`config.mk`:
```
export PLATFORM = sky130hd
export DESIGN_NAME = tpc_timer
export DESIGN_NICKNAME = d
export VERILOG_FILES = /design/src/tpc_timer.v
export VERILOG_INCLUDE_DIRS = /design/src
export SDC_FILE = /design/constraint.sdc
export NUM_CORES = 1
export LEC_CHECK = 0
export BUFFER_PORTS_ARGS = -buffer_cell sky130_fd_sc_hd__buf_2
export CAP_MARGIN = 20
export CORE_ASPECT_RATIO = 0.8
export CORE_MARGIN = 5
export CORE_UTILIZATION = 50
export CTS_CLUSTER_SIZE = 25
export DETAILED_ROUTE_END_ITERATION = 7
export GPL_TIMING_DRIVEN = 0
export HOLD_SLACK_MARGIN = 0.03
export PLACE_DENSITY = 0.69
export SKIP_CTS_REPAIR_TIMING = 1
export SLEW_MARGIN = 20
export SYNTH_ARGS = -nofsm -noshare
export SYNTH_HDL_FRONTEND = slang
export SYNTH_SLANG_ARGS = --single-unit
```
`constraint.sdc`:
```
create_clock -name clk -period 7.2 [get_ports clk]
set_input_delay 0.72 -clock clk [delete_from_list [all_inputs] [get_ports clk]]
set_output_delay 0.72 -clock clk [all_outputs]
set_load 0.05 [all_outputs]
```
`src/tpc_regs.vh`:
```
// register offsets, field positions and reset values of the timer block
//
// Behaviour
// [RULE1] edge/level 00 releases the channel pin
// [RULE2] mode 00 captures on selected edges
// [RULE3] mode 01 compares: none, toggle, clear, set
// [RULE4] mode 1X gives edge-aligned pwm, polarity by field
// [RULE5] center select forces center-aligned pwm everywhere
// [RULE6] software keeps pin stable before capture
// [RULE7] channel value holds capture or compare, reset zero
// [RULE8] capture read freezes both bytes until other
// [RULE9] compare write transfers after both bytes written
// [RULE10] center select makes counter count up/down
// [RULE11] clock source resets off; 01 is bus clock
// [RULE12] external clock at most quarter bus rate
// [RULE13] counting pauses during background debug
// [RULE14] up counter wraps at terminal count to zero
// [RULE15] up/down counter turns at modulus and zero
// [RULE16] overflow request is flag and enable level
// [RULE17] up mode sets overflow at terminal wrap
// [RULE18] up/down sets overflow on turning downward
// [RULE19] counter read snapshots both bytes
// [RULE20] counter write zeroes count and snapshot state
// [RULE21] event flag: read set, write zero clears
// [RULE22] edge pwm value loads when counter is zero
`ifndef TPC_REGS_VH
`define TPC_REGS_VH

// ------------------------------------------------------------
// byte register offsets
// ------------------------------------------------------------
`define TPC_ADDR_W     5
`define TPC_OFS_TSC    5'h00
`define TPC_OFS_CNTH   5'h01
`define TPC_OFS_CNTL   5'h02
`define TPC_OFS_MODH   5'h03
`define TPC_OFS_MODL   5'h04
`define TPC_CH_BASE    5
`define TPC_CH_STRIDE  3

// ------------------------------------------------------------
// field positions
// ------------------------------------------------------------
`define TPC_BIT_FLAG   7
`define TPC_BIT_IE     6
`define TPC_BIT_CPWM   5
`define TPC_BIT_MSB    5
`define TPC_BIT_MSA    4
`define TPC_CLKS_HI    4
`define TPC_CLKS_LO    3
`define TPC_ELS_HI     3
`define TPC_ELS_LO     2
`define TPC_PS_HI      2

// ------------------------------------------------------------
// reset values and codes
// ------------------------------------------------------------
`define TPC_RST_16     16'h0000
`define TPC_CLK_OFF    2'h0
`define TPC_CLK_BUS    2'h1
`define TPC_CLK_FIX    2'h2
`define TPC_CLK_EXT    2'h3

`endif

```
`src/tpc_timer.v`:
```
// timer with shared counter and capture/compare/pwm channels
//
// Chosen here: the address map and the plain strobed port.
`timescale 1ns/1ps
`default_nettype none
`include "tpc_regs.vh"

// ------------------------------------------------------------
// three-stage input filter
// ------------------------------------------------------------
module tpc_sync #(
	parameter W = 1
) (
	input  wire         clk,
	input  wire         rstn,
	input  wire [W-1:0] din,
	output reg  [W-1:0] dout
);
	reg [W-1:0] s1;
	reg [W-1:0] s2;
	reg [W-1:0] s3;
	integer k;
	always @(posedge clk or negedge rstn) begin
		if (!rstn) begin
			s1   <= {W{1'b0}};
			s2   <= {W{1'b0}};
			s3   <= {W{1'b0}};
			dout <= {W{1'b0}};
		end else begin
			s1 <= din;
			s2 <= s1;
			s3 <= s2;
			// a level counts only once two later stages agree
			for (k = 0; k < W; k = k + 1) begin
				if (s2[k] == s3[k]) begin
					dout[k] <= s3[k];
				end
			end
		end
	end
endmodule

// ------------------------------------------------------------
// timer top
// ------------------------------------------------------------
module tpc_timer #(
	parameter NCH = 2
) (
	input  wire                    clk,
	input  wire                    rstn,
	input  wire [`TPC_ADDR_W-1:0]  addr,
	input  wire [7:0]              wdata,
	input  wire                    wr,
	input  wire                    rd,
	output reg  [7:0]              rdata,
	input  wire                    bdm_active,
	input  wire                    fixed_system_clock,
	input  wire                    ext_clk,
	input  wire [NCH-1:0]          chan_pin_in,
	output wire [NCH-1:0]          chan_pin_out,
	output wire [NCH-1:0]          chan_pin_oe,
	output wire [NCH-1:0]          chan_irq,
	output wire                    ovf_irq
);
	// timer status/control fields
	reg        counter_overflow_flag;
	reg        overflow_irq_enable;
	reg        center_pwm_select;
	reg [1:0]  clock_source_field;
	reg [2:0]  prescale;
	reg        tof_armed;
	// counter, modulus and coherency state
	reg [15:0] cnt;
	reg        dir_down;
	reg [15:0] modv;
	reg [15:0] mod_buf;
	reg        mod_wh;
	reg        mod_wl;
	reg [15:0] cnt_snap;
	reg        cnt_lat;
	reg        cnt_hdone;
	reg        cnt_ldone;
	reg [6:0]  ps_cnt;
	reg        prev_fix;
	reg        prev_ext;
	reg [NCH-1:0] prev_pin;

	wire [NCH+1:0] filt;
	wire [NCH-1:0] pin_f = filt[NCH-1:0];
	wire [NCH-1:0] pin_rise = pin_f & ~prev_pin;
	wire [NCH-1:0] pin_fall = ~pin_f & prev_pin;

	tpc_sync #(.W(NCH + 2)) u_sync (
		.clk  (clk),
		.rstn (rstn),
		.din  ({ext_clk, fixed_system_clock, chan_pin_in}),
		.dout (filt)
	);

	// ------------------------------------------------------------
	// register decode
	// ------------------------------------------------------------
	wire w_tsc  = wr && (addr == `TPC_OFS_TSC);
	wire r_tsc  = rd && (addr == `TPC_OFS_TSC);
	wire w_cnt  = wr && ((addr == `TPC_OFS_CNTH) || (addr == `TPC_OFS_CNTL));
	wire r_cnth = rd && (addr == `TPC_OFS_CNTH);
	wire r_cntl = rd && (addr == `TPC_OFS_CNTL);
	wire w_modh = wr && (addr == `TPC_OFS_MODH);
	wire w_modl = wr && (addr == `TPC_OFS_MODL);

	// ------------------------------------------------------------
	// count tick: source select, prescaler, debug hold
	// ------------------------------------------------------------
	wire fix_rise = filt[NCH] & ~prev_fix;
	wire ext_rise = filt[NCH+1] & ~prev_ext;
	reg  src_tick;
	always @* begin
		case (clock_source_field)
		`TPC_CLK_BUS: src_tick = 1'b1; // RULE11
		`TPC_CLK_FIX: src_tick = fix_rise;
		`TPC_CLK_EXT: src_tick = ext_rise; // RULE12
		default:      src_tick = 1'b0; // RULE11
		endcase
	end
	wire [6:0] ps_mask = 7'h7F >> (3'h7 - prescale);
	wire tick = src_tick && !bdm_active && ((ps_cnt & ps_mask) == ps_mask); // RULE13

	wire [15:0] term = (modv == 16'h0000) ? 16'hFFFF : modv;
	wire ovf_ev = tick && !w_cnt &&
		(center_pwm_select ? (!dir_down && cnt == modv) : (cnt == term)); // RULE17 RULE18

	always @(posedge clk or negedge rstn) begin
		if (!rstn) begin
			ps_cnt   <= 7'h00;
			prev_fix <= 1'b0;
			prev_ext <= 1'b0;
			prev_pin <= {NCH{1'b0}};
		end else begin
			prev_fix <= filt[NCH];
			prev_ext <= filt[NCH+1];
			prev_pin <= pin_f;
			if (src_tick && !bdm_active) begin
				ps_cnt <= ps_cnt + 7'h01;
			end
		end
	end

	// ------------------------------------------------------------
	// main counter
	// ------------------------------------------------------------
	always @(posedge clk or negedge rstn) begin
		if (!rstn) begin
			cnt      <= `TPC_RST_16;
			dir_down <= 1'b0;
		end else if (w_cnt) begin
			cnt      <= `TPC_RST_16; // RULE20
			dir_down <= 1'b0;
		end else if (tick) begin
			if (!center_pwm_select) begin
				cnt <= (cnt == term) ? 16'h0000 : cnt + 16'h0001; // RULE14
			end else if (!dir_down) begin
				// each end value lasts one tick before turning
				if (cnt == modv) begin
					dir_down <= 1'b1; // RULE10 RULE15
					cnt      <= cnt - 16'h0001;
				end else begin
					cnt <= cnt + 16'h0001;
				end
			end else if (cnt == 16'h0000) begin
				dir_down <= 1'b0; // RULE15
				cnt      <= 16'h0001;
			end else begin
				cnt <= cnt - 16'h0001;
			end
		end
	end

	// ------------------------------------------------------------
	// counter read snapshot
	// ------------------------------------------------------------
	always @(posedge clk or negedge rstn) begin
		if (!rstn) begin
			cnt_snap  <= `TPC_RST_16;
			cnt_lat   <= 1'b0;
			cnt_hdone <= 1'b0;
			cnt_ldone <= 1'b0;
		end else if (w_cnt) begin
			cnt_lat   <= 1'b0; // RULE20
			cnt_hdone <= 1'b0;
			cnt_ldone <= 1'b0;
		end else if (r_cnth || r_cntl) begin
			if (!cnt_lat) begin
				cnt_snap <= cnt; // RULE19
			end
			if ((r_cnth && cnt_ldone) || (r_cntl && cnt_hdone)) begin
				cnt_lat   <= 1'b0; // RULE19
				cnt_hdone <= 1'b0;
				cnt_ldone <= 1'b0;
			end else begin
				cnt_lat   <= 1'b1;
				cnt_hdone <= cnt_hdone | r_cnth;
				cnt_ldone <= cnt_ldone | r_cntl;
			end
		end
	end

	// ------------------------------------------------------------
	// timer status/control and modulus
	// ------------------------------------------------------------
	always @(posedge clk or negedge rstn) begin
		if (!rstn) begin
			counter_overflow_flag <= 1'b0;
			overflow_irq_enable   <= 1'b0;
			center_pwm_select     <= 1'b0;
			clock_source_field    <= `TPC_CLK_OFF; // RULE11
			prescale              <= 3'h0;
			tof_armed             <= 1'b0;
			modv                  <= `TPC_RST_16;
			mod_buf               <= `TPC_RST_16;
			mod_wh                <= 1'b0;
			mod_wl                <= 1'b0;
		end else begin
			if (ovf_ev) begin
				// a fresh overflow restarts the clearing sequence
				counter_overflow_flag <= 1'b1;
				tof_armed             <= 1'b0;
			end else if (w_tsc && tof_armed && !wdata[`TPC_BIT_FLAG]) begin
				counter_overflow_flag <= 1'b0;
				tof_armed             <= 1'b0;
			end else if (r_tsc && counter_overflow_flag) begin
				tof_armed <= 1'b1;
			end
			if (w_tsc) begin
				overflow_irq_enable <= wdata[`TPC_BIT_IE];
				center_pwm_select   <= wdata[`TPC_BIT_CPWM];
				clock_source_field  <= wdata[`TPC_CLKS_HI:`TPC_CLKS_LO];
				prescale            <= wdata[`TPC_PS_HI:0];
				mod_wh              <= 1'b0;
				mod_wl              <= 1'b0;
			end else if (mod_wh && mod_wl && (!center_pwm_select || ovf_ev)) begin
				modv   <= mod_buf;
				mod_wh <= 1'b0;
				mod_wl <= 1'b0;
			end else begin
				if (w_modh) begin
					mod_buf[15:8] <= wdata;
					mod_wh        <= 1'b1;
				end
				if (w_modl) begin
					mod_buf[7:0] <= wdata;
					mod_wl       <= 1'b1;
				end
			end
		end
	end

	assign ovf_irq = counter_overflow_flag & overflow_irq_enable; // RULE16

	// ------------------------------------------------------------
	// channels
	// ------------------------------------------------------------
	wire [8*NCH-1:0] ch_rd;
	genvar i;
	generate
	for (i = 0; i < NCH; i = i + 1) begin : g_ch
		localparam integer           A_IDX = `TPC_CH_BASE + `TPC_CH_STRIDE * i;
		localparam [`TPC_ADDR_W-1:0] A_SC  = A_IDX[`TPC_ADDR_W-1:0];
		localparam [`TPC_ADDR_W-1:0] A_VH = A_SC + 5'h01;
		localparam [`TPC_ADDR_W-1:0] A_VL = A_SC + 5'h02;
		reg        flag;
		reg        armed;
		reg        ie;
		reg        msb;
		reg        msa;
		reg [1:0]  els;
		reg [15:0] val;
		reg [15:0] vbuf;
		reg        wh;
		reg        wl;
		reg        lat;
		reg        hdone;
		reg        ldone;
		reg        pout;
		reg [7:0]  rsel;

		wire w_sc = wr && (addr == A_SC);
		wire r_sc = rd && (addr == A_SC);
		wire w_vh = wr && (addr == A_VH);
		wire w_vl = wr && (addr == A_VL);
		wire r_vh = rd && (addr == A_VH);
		wire r_vl = rd && (addr == A_VL);

		wire pin_en = (els != 2'b00); // RULE1
		wire cen    = center_pwm_select; // RULE5 RULE10
		wire cap    = pin_en && !cen && !msb && !msa; // RULE2
		wire cmp    = !cen && !msb && msa; // RULE3
		wire epwm   = pin_en && !cen && msb; // RULE4
		wire match  = tick && (cnt == val);
		wire cap_ev = cap && ((els[0] && pin_rise[i]) || (els[1] && pin_fall[i])); // RULE2
		wire cmp_ev = match && (cmp || epwm || (cen && pin_en));
		wire ev     = cap_ev || cmp_ev;
		// level compare gives 0% at zero and for center values with bit 15 set, 100% above modulus
		wire lt     = (cen && val[15]) ? 1'b0 : (cnt < val);
		wire load   = cmp || (epwm && cnt == 16'h0000) || (cen && ovf_ev); // RULE22

		always @(posedge clk or negedge rstn) begin
			if (!rstn) begin
				flag  <= 1'b0;
				armed <= 1'b0;
				ie    <= 1'b0;
				msb   <= 1'b0;
				msa   <= 1'b0;
				els   <= 2'b00;
				val   <= `TPC_RST_16; // RULE7
				vbuf  <= `TPC_RST_16;
				wh    <= 1'b0;
				wl    <= 1'b0;
				lat   <= 1'b0;
				hdone <= 1'b0;
				ldone <= 1'b0;
				pout  <= 1'b0;
			end else begin
				if (ev) begin
					flag  <= 1'b1; // RULE21
					armed <= 1'b0;
				end else if (w_sc && armed && !wdata[`TPC_BIT_FLAG]) begin
					flag  <= 1'b0; // RULE21
					armed <= 1'b0;
				end else if (r_sc && flag) begin
					armed <= 1'b1;
				end
				if (cap_ev) begin
					val <= cnt; // RULE7
				end
				if (w_sc) begin
					ie    <= wdata[`TPC_BIT_IE];
					msb   <= wdata[`TPC_BIT_MSB];
					msa   <= wdata[`TPC_BIT_MSA];
					els   <= wdata[`TPC_ELS_HI:`TPC_ELS_LO];
					lat   <= 1'b0; // RULE8
					hdone <= 1'b0;
					ldone <= 1'b0;
					wh    <= 1'b0; // RULE9
					wl    <= 1'b0;
				end else if (cap) begin
					if (r_vh || r_vl) begin
						if (!lat) begin
							vbuf <= val; // RULE8
						end
						if ((r_vh && ldone) || (r_vl && hdone)) begin
							lat   <= 1'b0;
							hdone <= 1'b0;
							ldone <= 1'b0;
						end else begin
							lat   <= 1'b1;
							hdone <= hdone | r_vh;
							ldone <= ldone | r_vl;
						end
					end
				end else if (wh && wl && load) begin
					val <= vbuf; // RULE9
					wh  <= 1'b0;
					wl  <= 1'b0;
				end else begin
					if (w_vh) begin
						vbuf[15:8] <= wdata;
						wh         <= 1'b1;
					end
					if (w_vl) begin
						vbuf[7:0] <= wdata;
						wl        <= 1'b1;
					end
				end
				if (epwm || cen) begin
					pout <= els[0] ? ~lt : lt; // RULE4 RULE5
				end else if (cmp && match) begin
					case (els)
					2'b01:   pout <= ~pout; // RULE3
					2'b10:   pout <= 1'b0;
					2'b11:   pout <= 1'b1;
					default: pout <= pout;
					endcase
				end
			end
		end

		always @* begin
			rsel = 8'h00;
			if (addr == A_SC) begin
				rsel = {flag, ie, msb, msa, els, 2'b00};
			end else if (addr == A_VH) begin
				rsel = lat ? vbuf[15:8] : val[15:8];
			end else if (addr == A_VL) begin
				rsel = lat ? vbuf[7:0] : val[7:0];
			end
		end

		assign ch_rd[8*i +: 8]  = rsel;
		assign chan_pin_out[i] = pout;
		assign chan_pin_oe[i]  = pin_en && (cmp || epwm || cen); // RULE1
		assign chan_irq[i]     = flag & ie;
	end
	endgenerate

	// ------------------------------------------------------------
	// read data, valid in the cycle after the strobe
	// ------------------------------------------------------------
	reg [7:0] next_rdata;
	integer j;
	always @* begin
		next_rdata = 8'h00;
		case (addr)
		`TPC_OFS_TSC:  next_rdata = {counter_overflow_flag, overflow_irq_enable,
			center_pwm_select, clock_source_field, prescale};
		`TPC_OFS_CNTH: next_rdata = cnt_lat ? cnt_snap[15:8] : cnt[15:8];
		`TPC_OFS_CNTL: next_rdata = cnt_lat ? cnt_snap[7:0] : cnt[7:0];
		`TPC_OFS_MODH: next_rdata = modv[15:8];
		`TPC_OFS_MODL: next_rdata = modv[7:0];
		default: begin
			for (j = 0; j < NCH; j = j + 1) begin
				next_rdata = next_rdata | ch_rd[8*j +: 8];
			end
		end
		endcase
	end

	always @(posedge clk or negedge rstn) begin
		if (!rstn) begin
			rdata <= 8'h00;
		end else begin
			rdata <= rd ? next_rdata : 8'h00;
		end
	end
endmodule
`default_nettype wire

```
[After elaboration in Yosys (flattened, before gate mapping)]
Cells that the tools add are included.
Operators by class
  add/subtract/negate cells: 4
  multiply operators: 0
  divide/modulo/power cells: 0
  magnitude comparators: 2
  eq/ne operators: 36
  shifts and indexed selects: 1
  muxes and demuxes: 130
  bitwise gates (word level): 29
  reduce and logical (&&, ||, !) cells: 160
Operator list (count)
  $mux W16: 24
  $mux W8: 17
  $mux W1: 85
  $logic_and A1 B1 Y1: 78
  $eq A16 B16 Y1: 4
  $pmux W8 S5: 1
  $reduce_bool A2 Y1: 18
  $logic_not A16 Y1: 2
  $lt A16 B16 Y1: 2
  $reduce_bool A3 Y1: 9
  $logic_or A1 B1 Y1: 24
  $eq A5 B3 Y1 const B: 4
  $reduce_and A2 Y1: 10
  $reduce_and A5 Y1: 4
  $add A16 B1 Y16 const B: 1
  $sub A16 B1 Y16 const B: 1
  $eq A5 B4 Y1 const B: 3
  $eq A2 B2 Y1 const B: 6
  $ne A2 B2 Y1 const B: 6
  $not A1 Y1: 12
  $eq A5 B2 Y1 const B: 2
  $logic_not A1 Y1: 9
  $pmux W1 S3: 3
  $reduce_and A3 Y1: 3
  16 further kinds: 34
Word-level totals
  bits in registers: 204
  latch bits: 0
  RAM bits: 0
  memory bits (read-only): 0
  output and inout port bits: 15
  word-level logic and storage cells: 421
  memories kept: 0

[Longest topological paths before layout]
Gate-level depths: netlist of run 1.
  depth in word-level cells: 13
  gate-level depth with buffers: 12
  depth with buffers taken out: 9

[Modules after synthesis]
Synthesis of run 1 repeated with hierarchy kept, for this count alone.
Second synthesis, totals
  cells, all modules: 1285
  area, all modules: 12238.0 um^2
By module, submodules not included
  tpc_timer: times used 1, cells each 1265, area each 11792.6 um^2, sequential area each 4704.5 um^2
  tpc_sync: times used 1, cells each 20, area each 445.4 um^2, sequential area each 400.4 um^2

[Least setup slack after synthesis of run 1]
OpenSTA, ideal clock, no wires.
  path type: flip-flop to flip-flop
  start point: register cnt[0]
  end point: register g_ch[0].vbuf[0]
  data arrival time: 3.034 ns
  path slack: 4.041 ns
  stages on the path, launching flop included: 12
  buffers on the path: 2
  clock period less this slack: 3.159 ns
  cells stage by stage: dfrtp_1 clkbuf_1 inv_1 ha_1 or3b_2 nor3_1 nand3_1 o211ai_1 and4_1 clkbuf_1 a211oi_2 mux2_2
On the way
  word-level cells in the longest chain between the ends: 9
  elaborated cells between the ends (all ways): 13
Ends and longest elaborated chain
  from (decl): RTL line tpc_timer.v:73  | reg [15:0] cnt;
  from (signal assigned): RTL line tpc_timer.v:153  | cnt <= `TPC_RST_16;
  from (signal assigned): RTL line tpc_timer.v:156  | cnt <= `TPC_RST_16;
  from (signal assigned): RTL line tpc_timer.v:160  | cnt <= (cnt == term) ? 16'h0000 : cnt + 16'h0001;
  $eq A16 B16 Y1: RTL line tpc_timer.v:130  | (center_pwm_select ? (!dir_down && cnt == modv) : (cnt == term));
  $logic_and A1 B1 Y1: RTL line tpc_timer.v:130
  $mux W1: RTL line tpc_timer.v:130
  $logic_and A1 B1 Y1: RTL line tpc_timer.v:129  | wire ovf_ev = tick && !w_cnt &&
  $logic_and A1 B1 Y1: RTL line tpc_timer.v:304  | wire load = cmp || (epwm && cnt == 16'h0000) || (cen && ovf_ev);
  $logic_or A1 B1 Y1 *: RTL line tpc_timer.v:304
  $logic_and A1 B1 Y1 *: RTL line tpc_timer.v:360  | end else if (wh && wl && load) begin
  $ne A2 B2 Y1 (no source line) *
  $reduce_and A5 Y1 (no source line) *
  to (signal assigned): RTL line tpc_timer.v:315  | vbuf <= `TPC_RST_16;
  to (signal assigned): RTL line tpc_timer.v:348  | vbuf <= val;
  to (signal assigned): RTL line tpc_timer.v:370  | vbuf[7:0] <= wdata;
  to (decl): RTL line tpc_timer.v:277  | reg [15:0] vbuf;
Every way passes the cells marked *; elsewhere a longest branch is shown, timed or not.
A chain may end at the register's enable or synchronous reset.

[Worst setup path after layout of run 1]
  start point: register cnt[0]
  end point: register g_ch[0].vbuf[2]
The elaborated chain is that of the path after synthesis.

==> flow_metrics.env, run 1 <==
export IMPL_outcome="complete, but fails checks"
export IMPL_violations="design-rule violations"
export IMPL_fin_util_pct=56.9
export IMPL_syn_nets=1277
export IMPL_numCtsBuffers=23
export IMPL_period_share_pct=65.4
export IMPL_grt_pass1_vias=9893
export IMPL_endpoint_kind="flip-flop"
export IMPL_multiInputGateArea_um2=6200
export IMPL_dieHeight_um=147
export IMPL_die_w_um=182
export IMPL_critPathMaxFanout=10
export IMPL_std_cell_rows=50
export IMPL_fmax_ghz=0.212
export IMPL_critPathLaunchType="flip-flop"
export IMPL_drc_errors=1
export IMPL_clkTransAtPathRegs_ns=0.06
export IMPL_cts_sinks=204
export IMPL_start_util_pct=50.6
export IMPL_cellLeakagePower_nw=5.66
export IMPL_period_needed_ns=4.71
export IMPL_ir_worst_vdd_v=0.000225
export IMPL_drv_cap=0
export IMPL_drive_gt1_share_pct=16.1
export IMPL_worstReg2RegEnd="g_ch[0].vbuf[2]"
export IMPL_drt_initial_drc_count=1397
export IMPL_async_flop_share_pct=100
export IMPL_synthDistinctLibCells=78
export IMPL_syn_inst=1216
export IMPL_hold_class="input port to async pin"
export IMPL_hold_slack_ns=0.121
export IMPL_wl_per_cell_um=25.4
export IMPL_powerDensity_nw_per_um2=346
export IMPL_overflow=0
export IMPL_finalNetCount=1338
export IMPL_dp_hpwl_mm=29.0
export IMPL_ant_nets=0
export IMPL_track_usage_pct=29.5
export IMPL_antenna_cells=0
export IMPL_slew_viol_final=0
export IMPL_setup_viol=0
export IMPL_cts_root_buf="clkbuf_16"
export IMPL_htree_levels=1
export IMPL_rsz0062_at_grt="no"
export IMPL_hold_viol=0
export IMPL_arrival_ns=5.11
export IMPL_reg2reg_from="cnt[0]"
export IMPL_dieArea_um2=26800
export IMPL_synth_edf_count=0
export IMPL_wirelength_mm=40.8
export IMPL_synth_common_cells="dfrtp_1 (204), o21ai_0 (106), nand2_1 (105)"
export IMPL_core_area_um2=23300
export IMPL_ys_ff_latch=204
export IMPL_grt_pass1_wl_mm=60.9
export IMPL_yosysMostFrequentCell="dfrtp_1"
export IMPL_syn_area_per_cell_um2=9.71
export IMPL_synthToLayoutAreaGrowth_pct=12.4
export IMPL_syn_area_um2=11800
export IMPL_r2r_slack_ns=2.49
export IMPL_yosysTopAreaCell="dfrtp_1"
export IMPL_n_fill_cell=2033
export IMPL_portBuffers=33
export IMPL_skew_ns=0.0179
export IMPL_critPathLaunch="cnt[0]"
export IMPL_grt_max_degree=84
export IMPL_cp_required_ns=7.60
export IMPL_synthTopCellsByArea="dfrtp_1 (43%), mux2_2 (9.2%), o21ai_0 (4.5%), ha_1 (4.1%), nand2_1 (3.3%)"
export IMPL_yosysTopAreaCellShare_pct=43.2
export IMPL_vias=10600
export IMPL_relSlewSlack_pct=25.1
export IMPL_reg2regPathDepth=11
export IMPL_antenna_found_initial=0
export IMPL_vias_per_cell=6.59
export IMPL_synth_warnings=0
export IMPL_fin_tns_setup_ns=0
export IMPL_clk_latency_ns=0.53
export IMPL_clockBufferDepth=3
export IMPL_worstSetupPathType="flip-flop to flip-flop"
export IMPL_tightestPinTransition_ns=1.10
export IMPL_tritoncts="done"
export IMPL_num_io_pins=37
export IMPL_dr_pass1_iters=8
export IMPL_ys_flop_type="dfrtp_1"
export IMPL_gp_congestion=1.02
export IMPL_ys_seq_area_share_pct=43.2
export IMPL_register_area_um2=5100
[worst max path at each step]
| stage | depth (start not counted) | to | slack (ns) |
|---|---|---|---|
| after floorplan | 11 | g_ch[0].vbuf[0] | 4.04 |
| after global placement | 1 | g_ch[0].els[0] | 1.92 |
| after detailed placement | 11 | g_ch[0].vbuf[5] | 2.71 |
| after CTS | 11 | g_ch[0].vbuf[2] | 2.70 |
| after global routing | 12 | g_ch[0].val[10] | 2.38 |
| final | 11 | g_ch[0].vbuf[2] | 2.49 |
[flip-flops by register name (all words and copies together) (netlist names), 3 cells and up]
signal	count
g_ch.val	32
g_ch.vbuf	32
cnt	16
cnt_snap	16
mod_buf	16
modv	16
rdata	8
ps_cnt	7
g_ch.els	4
u_sync.dout	4
u_sync.s1	4
u_sync.s2	4
u_sync.s3	4
prescale	3
[cell type report]
| cell class | count | area share, % |
|---|---|---|
| Buffer | 77 | 2.43 |
| Clock buffer | 27 | 4.60 |
| Clock inverter | 15 | 1.65 |
| Inverter | 51 | 1.44 |
| Multi-Input combinational cell | 884 | 46.7 |
| Sequential cell | 204 | 38.4 |
| Tap cell | 312 | 2.94 |
| Timing Repair Buffer | 36 | 1.79 |
[where the power goes]
group	total [mW]	switching (mW)	internal, mW
logic	1.56	0.940	0.617
registers	1.74	0.304	1.43
clock network	1.30	0.510	0.790
total	4.59	1.75	2.84
[cell usage in the layout (no fill, tap or decap), types with 14 or more instances in the layout]
| cell type | n |
|---|---|
| nand2_1 | 105 |
| nand3_1 | 23 |
| mux2i_1 | 38 |
| inv_1 | 51 |
| ha_1 | 39 |
| a21oi_1 | 71 |
| buf_2 | 37 |
| o22ai_1 | 14 |
| mux2_2 | 97 |
| xnor2_1 | 17 |
| nand4_1 | 30 |
| a31oi_1 | 16 |
| o21ai_0 | 106 |
| dfrtp_1 | 204 |
| nor4_1 | 14 |
| nor3_1 | 21 |
| nor2_1 | 73 |
| clkbuf_1 | 66 |
| clkbuf_16 | 23 |
[cell families after synthesis]
logic type	share of synthesized area (%)
simple gates	14.9
compound gates	17.0
flops	43.2
mux	14.2
buf+inv	4.35
fa+ha+maj	4.47
xor+xnor	1.93
[routing by layer]
layer / track usage [%] / part of all wire (%) / vias to the layer above / wire [um]
li1: - / - / 4582 / -
met1: 43.4 / 43 / 5184 / 17500
met2: 40.7 / 40 / 694 / 16400
met3: 9.05 / 12 / 126 / 5040
met4: 11.7 / 4.7 / 0 / 1920
met5: 0 / 0 / - / 0
[worst max-delay path, stage by stage (launching register included)]
cell and delay [ns]:
dfrtp_1 0.38, clkbuf_1 0.34, inv_1 0.42, ha_1 0.27
or3b_2 0.51, nor3_1 0.51, nand3_1 0.39, o211ai_1 0.32
and4_1 0.23, clkbuf_1 0.50, a211oi_2 0.36, mux2_2 0.36
[stage by stage]
step                      instance area (um2)  worst slack (ns)  power, mW  instances
final                                   13300              2.49       4.59       1606
after global routing                    13300              2.38       4.80       1606
after CTS                               13300              2.70       4.55       1606
after detailed placement                12400              2.71       3.24       1564
after global placement                  12400              1.92       3.20       1561
after floorplan                         11800              4.04       2.71       1216
No activity file was read; power rests on OpenSTA's default activity.
==> run 2, diff against run 1 <==
clock period = 4.8 ns   (was 7.2 ns; I/O delays follow)
==> flow_metrics.env, run 2 (same netlist as run 1, synthesis figures left out) <==
export IMPL_hold_viol=0
export IMPL_start_util_pct=50.6
export IMPL_final_cell_mix="dfrtp_1 (204), o21ai_0 (106), nand2_1 (105)"
export IMPL_grt_max_degree=84
export IMPL_period_share_pct=93.0
export IMPL_hold_class="input port to flip-flop"
export IMPL_critPathMaxFanout=10
export IMPL_outcome="complete, no violations"
export IMPL_reg2regPathDepth=12
export IMPL_rsz0062_at_grt="no"
export IMPL_ir_worst_vdd_v=0.000338
export IMPL_skew_ns=0.0189
export IMPL_tightestPinTransition_ns=1.23
export IMPL_antenna_found_initial=0
export IMPL_die_w_um=182
export IMPL_dieArea_um2=26800
export IMPL_crit_chain="clkbuf_1 -> inv_1 -> ha_1 -> or3b_2 -> nor3_1 -> nand3_1 -> o211ai_1 -> and4_1 -> clkbuf_2 -> clkbuf_1 -> nand4_1 -> o21ai_0"
export IMPL_overflow=0
export IMPL_cp_top_family="simple AND/OR/NAND/NOR gates"
export IMPL_drc_errors=0
export IMPL_drt_initial_drc_count=1336
export IMPL_vias_per_cell=6.57
export IMPL_num_io_pins=37
export IMPL_period_needed_ns=4.46
export IMPL_place_ws_ns=0.309
export IMPL_drv_cap=0
export IMPL_ant_nets=0
export IMPL_clockBufferDepth=3
export IMPL_reg2reg_from="cnt[0]"
export IMPL_arrival_ns=4.92
export IMPL_critPathBufInv=4
export IMPL_antenna_cells=0
export IMPL_std_cell_rows=50
export IMPL_cts_sinks=204
export IMPL_finalNetCount=1339
export IMPL_htree_levels=1
export IMPL_cp_slowest_stage_delay_ns=0.51
export IMPL_cellLeakagePower_nw=5.67
export IMPL_fmax_ghz=0.224
export IMPL_reg_top3="g_ch.val (32), g_ch.vbuf (32)"
export IMPL_critPathLaunchType="flip-flop"
export IMPL_dr_pass1_iters=6
export IMPL_clkTransAtPathRegs_ns=0.07
export IMPL_cp_required_ns=5.25
export IMPL_grt_pass1_vias=9893
export IMPL_gp_congestion=1.02
export IMPL_cts_root_buf="clkbuf_16"
export IMPL_relSlewSlack_pct=15.5
export IMPL_hold_slack_ns=0.0664
export IMPL_vias=10600
export IMPL_powerDensity_nw_per_um2=518
export IMPL_r2r_slack_ns=0.34
export IMPL_dieHeight_um=147
export IMPL_dp_hpwl_mm=29.0
export IMPL_min_from="chan_pin_in[1]"
export IMPL_fin_ws_ns=0.335
export IMPL_numCtsBuffers=23
export IMPL_crit_top_cell="clkbuf_1"
export IMPL_hold_depth=1
export IMPL_cpMaxStageDelayCell="or3b_2"
export IMPL_total_power_mw=6.89
export IMPL_wirelength_mm=40.8
export IMPL_clk_latency_ns=0.53
export IMPL_min_to="u_sync.s1[1]"
export IMPL_worstReg2RegEnd="g_ch[0].val[11]"
export IMPL_core_area_um2=23300
export IMPL_drive_gt1_share_pct=16.1
export IMPL_tritoncts="done"
export IMPL_fin_util_pct=57.0
export IMPL_slew_viol_final=0
export IMPL_setup_viol=0
export IMPL_final_common_cell="dfrtp_1"
export IMPL_wl_per_cell_um=25.4
export IMPL_track_usage_pct=29.5
export IMPL_portBuffers=33
export IMPL_synthToLayoutAreaGrowth_pct=12.5
export IMPL_grt_pass1_wl_mm=60.9
export IMPL_endpoint_kind="flip-flop"
export IMPL_n_fill_cell=2034
export IMPL_worstSetupPathType="flip-flop to flip-flop"
## run 2: report_power, final
group | internal [mW] | switching, mW
Clock | 1.19 | 0.761
Sequential | 2.15 | 0.459
Combinational | 0.926 | 1.41
## run 2: metrics by stage
| step | cells | area, um2 | setup TNS [ns] |
|---|---|---|---|
| finish | 1607 | 13300 | 0 |
| global route | 1607 | 13300 | 0 |
| CTS | 1606 | 13300 | 0 |
| detailed placement | 1564 | 12400 | 0 |
| floorplan | 1216 | 11800 | 0 |
| global placement | 1561 | 12400 | -46.17 |
## run 2: final cells by class
cell class / instances / area [um2] / area share (%)
repair buffers: 37 / 248 / 1.86
clock inverters: 15 / 219 / 1.65
flip-flops and latches: 204 / 5100 / 38.4
clock buffers: 27 / 611 / 4.59
well taps: 312 / 390 / 2.94
inverters: 51 / 191 / 1.44
plain buffers: 77 / 324 / 2.44
multi-input cells: 884 / 6200 / 46.7
## run 2: worst max path at each step
stage | start | endpoint | slack [ns] | cells past startpoint
after CTS | cnt[0] | g_ch[0].vbuf[2] | 0.30 | 11
after floorplan | cnt[0] | g_ch[0].vbuf[0] | 1.64 | 11
after detailed placement | cnt[0] | g_ch[0].vbuf[5] | 0.31 | 11
final | cnt[0] | g_ch[0].val[11] | 0.34 | 12
after global placement | rstn | g_ch[0].els[0] | -0.24 | 1
after global routing | cnt[0] | g_ch[0].val[10] | 0.21 | 12
## run 2: layer usage
layer	global-route usage (%)	routed length (um)
met5	0	0
met4	11.7	2090
met3	9.05	5160
met2	40.7	16200
met1	43.4	17300
